<file path="src/core/dasu_regs.vh">
`ifndef DASU_REGS_VH
`define DASU_REGS_VH
// debug frame layout: 4KB each, byte address inside the frame
`define DASU_FRAME_AW        12
`define DASU_ROM_FRAME_BASE  32'hFFA00000
`define DASU_CPU_FRAME_BASE  32'hFFA01000
`define DASU_CPU_FRAME_END   32'hFFA01FFF
// rom table word indexes; byte address is four times the index
`define DASU_ROM_IDX_CPU     10'h000
`define DASU_ROM_IDX_RSV1    10'h001
`define DASU_ROM_IDX_RSV2    10'h002
`define DASU_ROM_IDX_RSV3    10'h003
`define DASU_ROM_IDX_END     10'h004
`define DASU_ROM_VAL_CPU     32'h00001003
`define DASU_ROM_VAL_RSV1    32'h00002002
`define DASU_ROM_VAL_RSV2    32'h00003002
`define DASU_ROM_VAL_RSV3    32'h00004003
`define DASU_ROM_VAL_END     32'h00000000
// security status word in the cpu debug frame
`define DASU_CPU_IDX_STATUS  10'h000
`define DASU_STAT_OPEN_BIT   0
`define DASU_STAT_ZERO_BIT   1
`define DASU_STAT_IR_LSB     4
// visible unlock code location in one-time-programmable memory
`define DASU_OTP_CODE_ADDR   32'hF0000000
`define DASU_CODE_W          128
// tap instruction codes
`define DASU_IR_W            4
`define DASU_IR_EXTEST       4'h0
`define DASU_IR_SAMPLE       4'h1
`define DASU_IR_DBG_TAP      4'h2
`define DASU_IR_IDCODE       4'h6
`define DASU_IR_UNLOCK       4'hB
`define DASU_IR_BYPASS       4'hF
`define DASU_IR_CAPTURE      4'h1
// tap controller states
`define DASU_TS_RESET        4'h0
`define DASU_TS_IDLE         4'h1
`define DASU_TS_SEL_DR       4'h2
`define DASU_TS_CAP_DR       4'h3
`define DASU_TS_SH_DR        4'h4
`define DASU_TS_EX1_DR       4'h5
`define DASU_TS_PAU_DR       4'h6
`define DASU_TS_EX2_DR       4'h7
`define DASU_TS_UPD_DR       4'h8
`define DASU_TS_SEL_IR       4'h9
`define DASU_TS_CAP_IR       4'hA
`define DASU_TS_SH_IR        4'hB
`define DASU_TS_EX1_IR       4'hC
`define DASU_TS_PAU_IR       4'hD
`define DASU_TS_EX2_IR       4'hE
`define DASU_TS_UPD_IR       4'hF
`endif

</file>
<file path="src/core/dasu_top.v">
// Behaviour
// - two 4KB frames; unimplemented read zero
// - rom table gives five fixed words
// - idcode register reports the IDCODE parameter value
// - xor code, merge tie-offs, exact compare
// - shipped visible code unlocks the device
// - code bits only clear; all-zero locks forever
// - instruction 1011 selects unlock scan register
// - unlock register cleared only by power-on
// - secured: only unlock chain and bypass are reachable
// - boundary data shifts tdi through cells to tdo
`timescale 1ns/1ps
`include "dasu_regs.vh"
module dasu_top #(
  parameter [31:0]  IDCODE       = 32'h00001001,  // arbitrary neutral identification value
  parameter [127:0] FACTORY_CODE = {4{32'hFFFFFFFF}},
  parameter [127:0] TIE_XOR      = {4{32'h5A5A5A5A}},
  parameter         BSC_LEN      = 8
) (
  input  wire                 core_clk,
  input  wire                 rst_n,
  input  wire                 power_on_reset_n,
  input  wire                 rom_frame_select,
  input  wire                 cpu_debug_frame_select,
  input  wire [11:0]          bus_addr,
  input  wire                 bus_rd,
  input  wire                 bus_wr,
  input  wire [31:0]          bus_wdata,
  output reg  [31:0]          bus_rdata,
  output reg                  bus_rvalid,
  input  wire [127:0]         otp_visible_code,
  input  wire                 tck,
  input  wire                 tms,
  input  wire                 tdi,
  output reg                  tdo,
  output reg                  tdo_oe,
  output wire                 dbg_tap_en,
  output wire                 dbg_tdi,
  input  wire                 dbg_tdo,
  input  wire [BSC_LEN-1:0]   bsc_pin_in,
  output reg  [BSC_LEN-1:0]   bsc_pin_out,
  output reg                  bsc_drive,
  output wire                 device_open
);
  // two-stage synchronisers for the jtag pins, third stage for tck edges
  reg [1:0] tck_sync_reg;
  reg [1:0] tms_sync_reg;
  reg [1:0] tdi_sync_reg;
  reg       tck_old_reg;
  wire      tck_rise = tck_sync_reg[1] & ~tck_old_reg;
  wire      tck_fall = ~tck_sync_reg[1] & tck_old_reg;
  wire      tms_s    = tms_sync_reg[1];
  wire      tdi_s    = tdi_sync_reg[1];

  always @(posedge core_clk or negedge rst_n) begin
    if (!rst_n) begin
      tck_sync_reg <= 2'h0;
      tms_sync_reg <= 2'h3;
      tdi_sync_reg <= 2'h0;
      tck_old_reg  <= 1'b0;
    end else begin
      tck_sync_reg <= {tck_sync_reg[0], tck};
      tms_sync_reg <= {tms_sync_reg[0], tms};
      tdi_sync_reg <= {tdi_sync_reg[0], tdi};
      tck_old_reg  <= tck_sync_reg[1];
    end
  end

  // pin captures and the secondary tap output also cross in through two flops
  reg [1:0]         dbg_tdo_sync_reg;
  reg [BSC_LEN-1:0] pin_meta_reg;
  reg [BSC_LEN-1:0] pin_sync_reg;
  always @(posedge core_clk or negedge rst_n) begin
    if (!rst_n) begin
      dbg_tdo_sync_reg <= 2'h0;
      pin_meta_reg     <= {BSC_LEN{1'b0}};
      pin_sync_reg     <= {BSC_LEN{1'b0}};
    end else begin
      dbg_tdo_sync_reg <= {dbg_tdo_sync_reg[0], dbg_tdo};
      pin_meta_reg     <= bsc_pin_in;
      pin_sync_reg     <= pin_meta_reg;
    end
  end

  // tap controller next state
  reg [3:0] tap_state_reg;
  reg [3:0] tap_state_next;
  always @* begin
    case (tap_state_reg)
      `DASU_TS_RESET:  tap_state_next = tms_s ? `DASU_TS_RESET  : `DASU_TS_IDLE;
      `DASU_TS_IDLE:   tap_state_next = tms_s ? `DASU_TS_SEL_DR : `DASU_TS_IDLE;
      `DASU_TS_SEL_DR: tap_state_next = tms_s ? `DASU_TS_SEL_IR : `DASU_TS_CAP_DR;
      `DASU_TS_CAP_DR: tap_state_next = tms_s ? `DASU_TS_EX1_DR : `DASU_TS_SH_DR;
      `DASU_TS_SH_DR:  tap_state_next = tms_s ? `DASU_TS_EX1_DR : `DASU_TS_SH_DR;
      `DASU_TS_EX1_DR: tap_state_next = tms_s ? `DASU_TS_UPD_DR : `DASU_TS_PAU_DR;
      `DASU_TS_PAU_DR: tap_state_next = tms_s ? `DASU_TS_EX2_DR : `DASU_TS_PAU_DR;
      `DASU_TS_EX2_DR: tap_state_next = tms_s ? `DASU_TS_UPD_DR : `DASU_TS_SH_DR;
      `DASU_TS_UPD_DR: tap_state_next = tms_s ? `DASU_TS_SEL_DR : `DASU_TS_IDLE;
      `DASU_TS_SEL_IR: tap_state_next = tms_s ? `DASU_TS_RESET  : `DASU_TS_CAP_IR;
      `DASU_TS_CAP_IR: tap_state_next = tms_s ? `DASU_TS_EX1_IR : `DASU_TS_SH_IR;
      `DASU_TS_SH_IR:  tap_state_next = tms_s ? `DASU_TS_EX1_IR : `DASU_TS_SH_IR;
      `DASU_TS_EX1_IR: tap_state_next = tms_s ? `DASU_TS_UPD_IR : `DASU_TS_PAU_IR;
      `DASU_TS_PAU_IR: tap_state_next = tms_s ? `DASU_TS_EX2_IR : `DASU_TS_PAU_IR;
      `DASU_TS_EX2_IR: tap_state_next = tms_s ? `DASU_TS_UPD_IR : `DASU_TS_SH_IR;
      `DASU_TS_UPD_IR: tap_state_next = tms_s ? `DASU_TS_SEL_DR : `DASU_TS_IDLE;
      default:         tap_state_next = `DASU_TS_RESET;
    endcase
  end

  // unlock comparison, registered so gating changes one clock later
  reg  [127:0] unlock_scan_register;
  reg          open_reg;
  wire [127:0] merged_code = (otp_visible_code ^ unlock_scan_register) ^ TIE_XOR;
  wire         code_all_zero = ~|otp_visible_code;
  wire         open_next = (merged_code == (FACTORY_CODE ^ TIE_XOR)) & ~code_all_zero;
  assign device_open = open_reg;

  always @(posedge core_clk or negedge rst_n) begin
    if (!rst_n)
      open_reg <= 1'b0;
    else
      open_reg <= open_next;
  end

  // instruction register; blocked instructions fall back to bypass
  reg [3:0] ir_shift_reg;
  reg [3:0] ir_reg;
  reg [3:0] ir_eff;
  always @* begin
    if (open_reg || ir_reg == `DASU_IR_UNLOCK)
      ir_eff = ir_reg;
    else
      ir_eff = `DASU_IR_BYPASS;
  end

  // data registers
  reg               bypass_reg;
  reg [31:0]        id_shift_reg;
  reg [127:0]       ubs_shift_reg;
  reg [BSC_LEN-1:0] bsc_shift_reg;
  reg               ubs_update_pulse;
  wire              sh_dr = tap_state_reg == `DASU_TS_SH_DR;
  wire              sh_ir = tap_state_reg == `DASU_TS_SH_IR;
  wire              bsc_sel = ir_eff == `DASU_IR_EXTEST || ir_eff == `DASU_IR_SAMPLE;
  assign dbg_tap_en = ir_eff == `DASU_IR_DBG_TAP;
  assign dbg_tdi    = tdi_s;

  // tap state, instruction and shift paths advance on tck rise
  always @(posedge core_clk or negedge rst_n) begin
    if (!rst_n) begin
      tap_state_reg    <= `DASU_TS_RESET;
      ir_shift_reg     <= 4'h0;
      ir_reg           <= `DASU_IR_IDCODE;
      bypass_reg       <= 1'b0;
      id_shift_reg     <= 32'h00000000;
      ubs_shift_reg    <= 128'h0;
      bsc_shift_reg    <= {BSC_LEN{1'b0}};
      bsc_pin_out      <= {BSC_LEN{1'b0}};
      bsc_drive        <= 1'b0;
      ubs_update_pulse <= 1'b0;
    end else begin
      ubs_update_pulse <= 1'b0;
      if (tck_rise) begin
        tap_state_reg <= tap_state_next;
        case (tap_state_reg)
          `DASU_TS_RESET: begin
            ir_reg    <= `DASU_IR_IDCODE;
            bsc_drive <= 1'b0;
          end
          `DASU_TS_CAP_IR: ir_shift_reg <= `DASU_IR_CAPTURE;
          `DASU_TS_SH_IR:  ir_shift_reg <= {tdi_s, ir_shift_reg[3:1]};
          `DASU_TS_UPD_IR: ir_reg <= ir_shift_reg;
          `DASU_TS_CAP_DR: begin
            bypass_reg <= 1'b0;
            id_shift_reg  <= IDCODE;
            ubs_shift_reg <= 128'h0;
            if (bsc_sel)
              bsc_shift_reg <= pin_sync_reg;
          end
          `DASU_TS_SH_DR: begin
            bypass_reg <= tdi_s;
            if (ir_eff == `DASU_IR_IDCODE)
              id_shift_reg <= {tdi_s, id_shift_reg[31:1]};
            if (ir_eff == `DASU_IR_UNLOCK)
              ubs_shift_reg <= {tdi_s, ubs_shift_reg[127:1]};
            if (bsc_sel)
              bsc_shift_reg <= {tdi_s, bsc_shift_reg[BSC_LEN-1:1]};
          end
          `DASU_TS_UPD_DR: begin
            if (ir_eff == `DASU_IR_UNLOCK)
              ubs_update_pulse <= 1'b1;
            if (bsc_sel)
              bsc_pin_out <= bsc_shift_reg;
            bsc_drive <= ir_eff == `DASU_IR_EXTEST;
          end
          default: ;
        endcase
      end
      if (!open_reg)
        bsc_drive <= 1'b0;
    end
  end

  always @(posedge core_clk or negedge power_on_reset_n) begin
    if (!power_on_reset_n)
      unlock_scan_register <= 128'h0;
    else if (ubs_update_pulse)
      unlock_scan_register <= ubs_shift_reg;
  end

  // test data out changes on tck fall from the selected path
  reg tdo_bit;
  always @* begin
    if (sh_ir)
      tdo_bit = ir_shift_reg[0];
    else
      case (ir_eff)
        `DASU_IR_IDCODE:  tdo_bit = id_shift_reg[0];
        `DASU_IR_UNLOCK:  tdo_bit = ubs_shift_reg[0];
        `DASU_IR_EXTEST:  tdo_bit = bsc_shift_reg[0];
        `DASU_IR_SAMPLE:  tdo_bit = bsc_shift_reg[0];
        `DASU_IR_DBG_TAP: tdo_bit = dbg_tdo_sync_reg[1];
        default:          tdo_bit = bypass_reg;
      endcase
  end

  always @(posedge core_clk or negedge rst_n) begin
    if (!rst_n) begin
      tdo    <= 1'b0;
      tdo_oe <= 1'b0;
    end else if (tck_fall) begin
      tdo    <= tdo_bit;
      tdo_oe <= sh_dr | sh_ir;
    end
  end

  // frame decode and read data, one clock of latency
  wire [9:0] word_idx = bus_addr[11:2];
  reg [31:0] rd_word;
  always @* begin
    rd_word = 32'h00000000;
    if (rom_frame_select) begin
      case (word_idx)
        `DASU_ROM_IDX_CPU:  rd_word = `DASU_ROM_VAL_CPU;
        `DASU_ROM_IDX_RSV1: rd_word = `DASU_ROM_VAL_RSV1;
        `DASU_ROM_IDX_RSV2: rd_word = `DASU_ROM_VAL_RSV2;
        `DASU_ROM_IDX_RSV3: rd_word = `DASU_ROM_VAL_RSV3;
        `DASU_ROM_IDX_END:  rd_word = `DASU_ROM_VAL_END;
        default:            rd_word = 32'h00000000;
      endcase
    end else if (cpu_debug_frame_select && word_idx == `DASU_CPU_IDX_STATUS) begin
      rd_word[`DASU_STAT_OPEN_BIT] = open_reg;
      rd_word[`DASU_STAT_ZERO_BIT] = code_all_zero;
      rd_word[`DASU_STAT_IR_LSB+3:`DASU_STAT_IR_LSB] = ir_reg;
    end
  end

  always @(posedge core_clk or negedge rst_n) begin
    if (!rst_n) begin
      bus_rdata  <= 32'h00000000;
      bus_rvalid <= 1'b0;
    end else begin
      bus_rvalid <= bus_rd & (rom_frame_select | cpu_debug_frame_select);
      bus_rdata  <= bus_rd ? rd_word : 32'h00000000;
    end
  end
endmodule

</file>
<file path="config.mk">
export PLATFORM = sky130hd
export DESIGN_NAME = dasu_top
export DESIGN_NICKNAME = d
export VERILOG_FILES = /design/src/core/dasu_top.v
export VERILOG_INCLUDE_DIRS = /design/src /design/src/core
export SDC_FILE = /design/constraint.sdc
export NUM_CORES = 1
export LEC_CHECK = 0
export ABC_AREA = 1
export CAP_MARGIN = 20
export CORE_AREA = 2 2 219 221
export CTS_CLUSTER_SIZE = 8
export DETAILED_ROUTE_END_ITERATION = 8
export DIE_AREA = 0 0 221 223
export DONT_BUFFER_PORTS = 1
export HOLD_SLACK_MARGIN = 0.05
export PLACE_DENSITY = 0.53
export SLEW_MARGIN = 10
export SYNTH_ARGS = -nofsm -noshare
export SYNTH_HDL_FRONTEND = slang
export SYNTH_SLANG_ARGS = --single-unit
export TNS_END_PERCENT = 30
</file>
<file path="constraint.sdc">
create_clock -name core_clk -period 1.7 [get_ports core_clk]
set_clock_uncertainty 0.15 [all_clocks]
set_input_delay 0.34 -clock core_clk [delete_from_list [all_inputs] [get_ports core_clk]]
set_output_delay 0.34 -clock core_clk [all_outputs]
set_load 0.02 [all_outputs]
</file>
# [Word level (Yosys, flattened, before mapping)]
# Index checks and enable logic that the tools add are counted.
[totals] ff_bits=380 input_bits=191 out_inout_bits=47 elab_cells=126
[classes] eq_ne=30 muxes=40 n_bitwise=10 reduce_logical=23
[ops] operator="128-bit case mux with 2 select lines" n=1
[ops] operator="128-bit == test (second input constant)" n=1
[ops] operator="128-bit 2-to-1 mux" n=1
[ops] operator="128-bit OR reduction" n=1
[ops] operator="128-bit XOR" n=1
[ops] operator="32-bit 2-to-1 mux" n=2
[ops] operator="64-bit inverter" n=1
[ops] operator="32-bit case mux with 2 select lines" n=1
[ops] operator="15-bit case mux with 4 select lines" n=1
[ops] operator="4-bit case mux with 12 select lines" n=1
[ops] operator="4-bit == test (second input constant)" n=10
[ops] operator="4-bit 2-to-1 mux" n=7
[ops] operator="24-bit 2-to-1 mux" n=1
[ops] operator="10-bit by 2-bit == test with 1-bit output (second input constant)" n=2
[ops] operator="4-bit by 3-bit == test with 1-bit output (second input constant)" n=5
[ops] operator="8-bit 2-to-1 mux" n=2
[ops] operator="4-bit case mux with 2 select lines" n=2
[ops] operator="8-bit case mux with 2 select lines" n=1
[ops] operator="4-bit by 2-bit == test with 1-bit output (second input constant)" n=3
[ops] operator="2-bit 2-to-1 mux" n=6
[ops] operator="10-bit by 1-bit == test with 1-bit output (second input constant)" n=1
[ops] operator="10-bit zero test" n=1
[ops] operator="1-bit 2-to-1 mux" n=9
[ops] operator="3-bit AND reduction" n=3
[ops] operator="19 further kinds" n=39

# [Longest topological paths before layout]
[depth] ltp_word=7 mapped_depth=13 depth_no_buf=10

# [Least setup slack after synthesis]
# No wires, ideal clock.
[synth_timing] kind="reg2reg" from="register tap_state_reg[0]" to="register ubs_shift_reg[78]" setup_time_ns=0.118 arrival_time_ns=1.663 t_required_ns=1.432 setup_slack_ns=-0.231 path_stages_with_launch=13 n_path_buf=2 synth_period_minus_slack_ns=1.931 cell_sequence="dfrtp_1 > inv_2 > nand2_2 > inv_2 > nand2_4 > nand2_1 > nand2_2 > a21oi_4 > inv_2 > buf_4 > buf_2 > nand2_1 > nand2_1"
[synth_via] elab_chain_cells=3 word_cells_on_any_way=6 cone_classes="3 x eq/ne; 1 x mux; 2 x reduce/logical"
[synth_lines] item="start, declared" line="dasu_top.v:86" source="reg [3:0] tap_state_reg;"
[synth_lines] item="start signal, assigned" line="dasu_top.v:151" source="tap_state_reg <= `DASU_TS_RESET;"
[synth_lines] item="start signal, assigned" line="dasu_top.v:164" source="tap_state_reg <= tap_state_next;"
[synth_lines] item="4-bit by 3-bit == test with 1-bit output or 4-bit by 2-bit == test with 1-bit output (tied branches)" line="dasu_top.v:165" source="case (tap_state_reg)"
[synth_lines] item="2-bit by 1-bit inequality test with 1-bit output (no source line) or 2-bit nonzero test (tied branches)"
[synth_lines] item="3-bit AND reduction (no source line)"
[synth_lines] item="end signal, assigned" line="dasu_top.v:185" source="ubs_shift_reg <= {tdi_s, ubs_shift_reg[127:1]};"
[synth_lines] item="end, declared" line="dasu_top.v:139" source="reg [127:0] ubs_shift_reg;"
# Parallel ways exist; a longest one is shown, timed or not.
# A chain may end at the register's enable or synchronous reset.

# [Final worst setup path]
[layout_timing] from="register ir_reg[1]" to="output dbg_tap_en"
[layout_via] elab_chain_cells=4
[layout_lines] item="start, declared" line="dasu_top.v:127" source="reg [3:0] ir_reg;"
[layout_lines] item="start signal, assigned" line="dasu_top.v:153" source="ir_reg <= `DASU_IR_IDCODE;"
[layout_lines] item="start signal, assigned" line="dasu_top.v:167" source="ir_reg <= `DASU_IR_IDCODE;"
[layout_lines] item="start signal, assigned" line="dasu_top.v:172" source="`DASU_TS_UPD_IR: ir_reg <= ir_shift_reg;"
[layout_lines] item="4-bit == test (no source line)"
[layout_lines] item="1-bit logical OR (no source line)"
[layout_lines] item="4-bit 2-to-1 mux (*)" line="dasu_top.v:130" source="if (open_reg || ir_reg == `DASU_IR_UNLOCK)"
[layout_lines] item="4-bit by 2-bit == test with 1-bit output (*)"
[layout_lines] item="end, declared" line="dasu_top.v:37" source="output wire dbg_tap_en,"
# Mark *: on every way between the ends. The rest lies on a longest branch, timed or not.

==> flow_summary.json <==
{
  "status": "finished, violations left",
  "violations": "negative hold slack, negative setup slack",
  "startpoint": "ir_reg[1]",
  "port_buffers": 0,
  "start_kind": "register",
  "fin_nets": 2251,
  "fp.dieH_microns": 223,
  "dieWidth_microns": 221,
  "holdBufCountCts": 52,
  "syn_area_per_cell_sq_um": 8.658,
  "synth-simple-area-share": 0.2298,
  "p_per_area_mw_per_mm2": 1052,
  "start_util": 0.3460,
  "cp-end-kind": "output port",
  "synth_top_area_share": 0.5415,
  "nFillCells": 4488,
  "synth.most_common_cell": "nand2_1",
  "vias_per_cell": 4.955,
  "synth_edf_count": 0,
  "yosysSeqAreaShare": 0.5480,
  "cts_tree": "yes",
  "period_needed_ns": 2.049,
  "dr.first_iter.drc_count": 1087,
  "cts_inserted_buffers": 51,
  "pwr-share-comb": 0.180,
  "p_int_uw": 15850,
  "grt_antenna_before_repair": 1,
  "critPathMaxFanout": 2,
  "synth-adder-area-share": 0,
  "r2r-start": "ir_reg[1]",
  "remaining_drc_errors": 0,
  "cts_root_buffer": "clkbuf_16",
  "power_leakage_uw": 0.01008,
  "synthToLayoutAreaGrowth_pct": 28.20,
  "switching_power_uw": 6157,
  "core_sq_mm": 0.04715,
  "io_pins": 238,
  "vias": 13335,
  "fmax_ghz": 0.4880,
  "synth.mux.area_fraction": 0.04901,
  "syn_area_sq_mm": 0.01631,
  "clkTransAtPathRegs_ns": 0.05,
  "yosys-top-cells-area": "dfrtp_1 54%, nand2_1 11%, nand3_1 5.3%",
  "timing.final.crit_share": 1.205,
  "post_synth_most_frequent_cells": "497 x nand2_1, 353 x dfrtp_1, 232 x nor2_1",
  "htreeDepth": 2,
  "fin_ws_ns": -0.3493,
  "dieArea_sq_mm": 0.04928,
  "yosysTopAreaCell": "dfrtp_1",
  "peakVddDrop_v": 0.0007463,
  "layout-drive-gt1-share": 0.1626,
  "ys_warn_count": 0,
  "grt.overflow.total": 0,
  "grt_pass1_wl_mm": 80.61,
  "yosysUniqueCellTypes": 33,
  "rsz0062_at_grt": "true",
  "insertion_delay_ns": 0.61,
  "async_flop_share": 1.000,
  "stdcell_area_sq_mm": 0.02091,
  "hold_viol": 357,
  "crit_required_ns": 1.21,
  "cts_sinks": 357,
  "max_cap_viol_count": 0,
  "synth_top_family_by_area": "simple AND/OR/NAND/NOR gates",
  "grt_max_degree": 230,
  "routed_wl_mm": 53.93,
  "drv_slew": 0,
  "clock_path_buffers": 3,
  "power_frac_seq": 0.401,
  "first_pass_iters": 7,
  "final-setup-viol-count": 175,
  "place_ws_ns": -0.4308,
  "p_sw_frac": 0.2798,
  "globalplace.congestion": 0.9147,
  "synth_xor_xnor_area_share": 0.04081,
  "ys_seq_elements": 357,
  "pwr-share-clk": 0.418,
  "placed_cell_area_sq_mm": 0.01751,
  "hpwl_mm": 33.64,
  "holdWs_ns": -0.7197,
  "arrival_ns": 1.56,
  "maxSlewHeadroom": 0.4671,
  "ys.flop_type": "dfrtp_1",
  "antenna_left": 0,
  "grt_pass1_vias": 13387,
  "critPathKind": "register to output port",
  "min_path_type": "input pin to asynchronous set/reset pin",
  "num_rows": 80,
  "grtUsageTotal": 0.2143,
  "wl_per_cell_microns": 20.04,
  "worst_slew_pin_slew_ns": 0.7993,
  "synth_compound_area_frac": 0.06750,
  "syn_inst": 1884
}
==> stage by stage <==
| stage | total power, uW | TNS [ns] | cells | hold WS [ns] | utilization |
|---|---|---|---|---|---|
| global placement | 11560 | -13.39 | 2506 | -0.1013 | 0.3714 |
| global route | 22830 | -51.78 | 2687 | -0.7384 | 0.4433 |
| detailed placement | 11590 | -17.06 | 2506 | -0.09873 | 0.3714 |
| floorplan | 10650 | -14.50 | 1906 | -0.1056 | - |
| CTS | 21860 | -35.29 | 2666 | -0.7502 | 0.4334 |
| finish | 22000 | -35.94 | 2691 | -0.7197 | 0.4436 |
==> worst max-delay path, stage by stage (launching register included) <==
cell and delay (ns):
dfstp_2 0.54, nand3_2 0.08, buf_6 0.13, nor2_4 0.10
buf_6 0.13
==> routing by layer <==
metal | up-vias | GRT usage | wire length, microns
met5 | - | 0.005865 | 41
met4 | 2 | 0.1085 | 2599
met3 | 124 | 0.05610 | 4069
met2 | 439 | 0.3359 | 24920
met1 | 6424 | 0.2736 | 22300
li1 | 6346 | - | -
==> cell families after synthesis <==
group,Yosys count
AOI/OAI and AO/OA,209
xor gates and xnor gates,76
buffers and inverters,244
DFF,357
muxes,71
other,1
and+or+nand+nor,926
==> power groups by stage <==
stage | registers (uW) | logic [uW] | clock network (uW)
after floorplan | 8940 | 1720 | 0
after global placement | 8960 | 2600 | 0
after detailed placement | 8970 | 2620 | 0
after CTS | 8830 | 3590 | 9430
after global routing | 8840 | 4250 | 9740
final | 8830 | 3970 | 9210
==> final cells by class <==
class                           count  area, sq um  area share
Timing Repair inverter              1        8.758   0.0004188
Sequential cell                   357         8944      0.4277
Timing Repair Buffer              200         2623      0.1254
Antenna cell                        4        10.01   0.0004787
Clock buffer                       61         1324     0.06330
Clock inverter                      4        63.81    0.003052
Inverter                          144        560.5     0.02681
Multi-Input combinational cell   1305         6609      0.3160
Tap cell                          615        769.5     0.03680
==> cells in the final DEF (no fill, tap or decap), types with 4 or more instances in the layout <==
cell and instances:
nand4_1 9, nor3_1 7, inv_2 4, diode_2 4
nor2_2 8, clkbuf_16 59, nand3_2 11, buf_12 22
conb_1 23, dfstp_2 4, nor2_4 5, mux2_2 71
inv_1 135, dlygate4sd3_1 50, a21oi_1 39, clkbuf_1 9
xor2_1 12, nand3_1 163, nor2_1 220, nand2_1 485
nand2_2 10, buf_4 78, o21ai_0 115, o21ai_1 33
buf_16 23, xnor2_1 63, buf_6 14, o211ai_1 7
dfrtp_1 351, nand2_4 4
==> path summary, 6_finish.rpt <==
check,slack [ns],end,cells after the start
setup / recovery,-0.35,dbg_tap_en,4
hold / removal,-0.72,unlock_scan_register[23],0
setup reg to reg,-0.31,ubs_shift_reg[1],10
hold reg to reg,0.19,pin_sync_reg[1],0
max in group asynchronous,1.43,pin_sync_reg[5],0
min in group core_clk,0.07,device_open,8
==> what timing repair did <==
item	in CTS	in global routing
buffers inserted	22	14
endpoints found under the hold margin	380	357
pin swaps	16	15
endpoints found under the setup margin	180	196
gates cloned	23	10
gates resized for setup	88	53
Note: power is estimated with default switching activity, not from simulation.
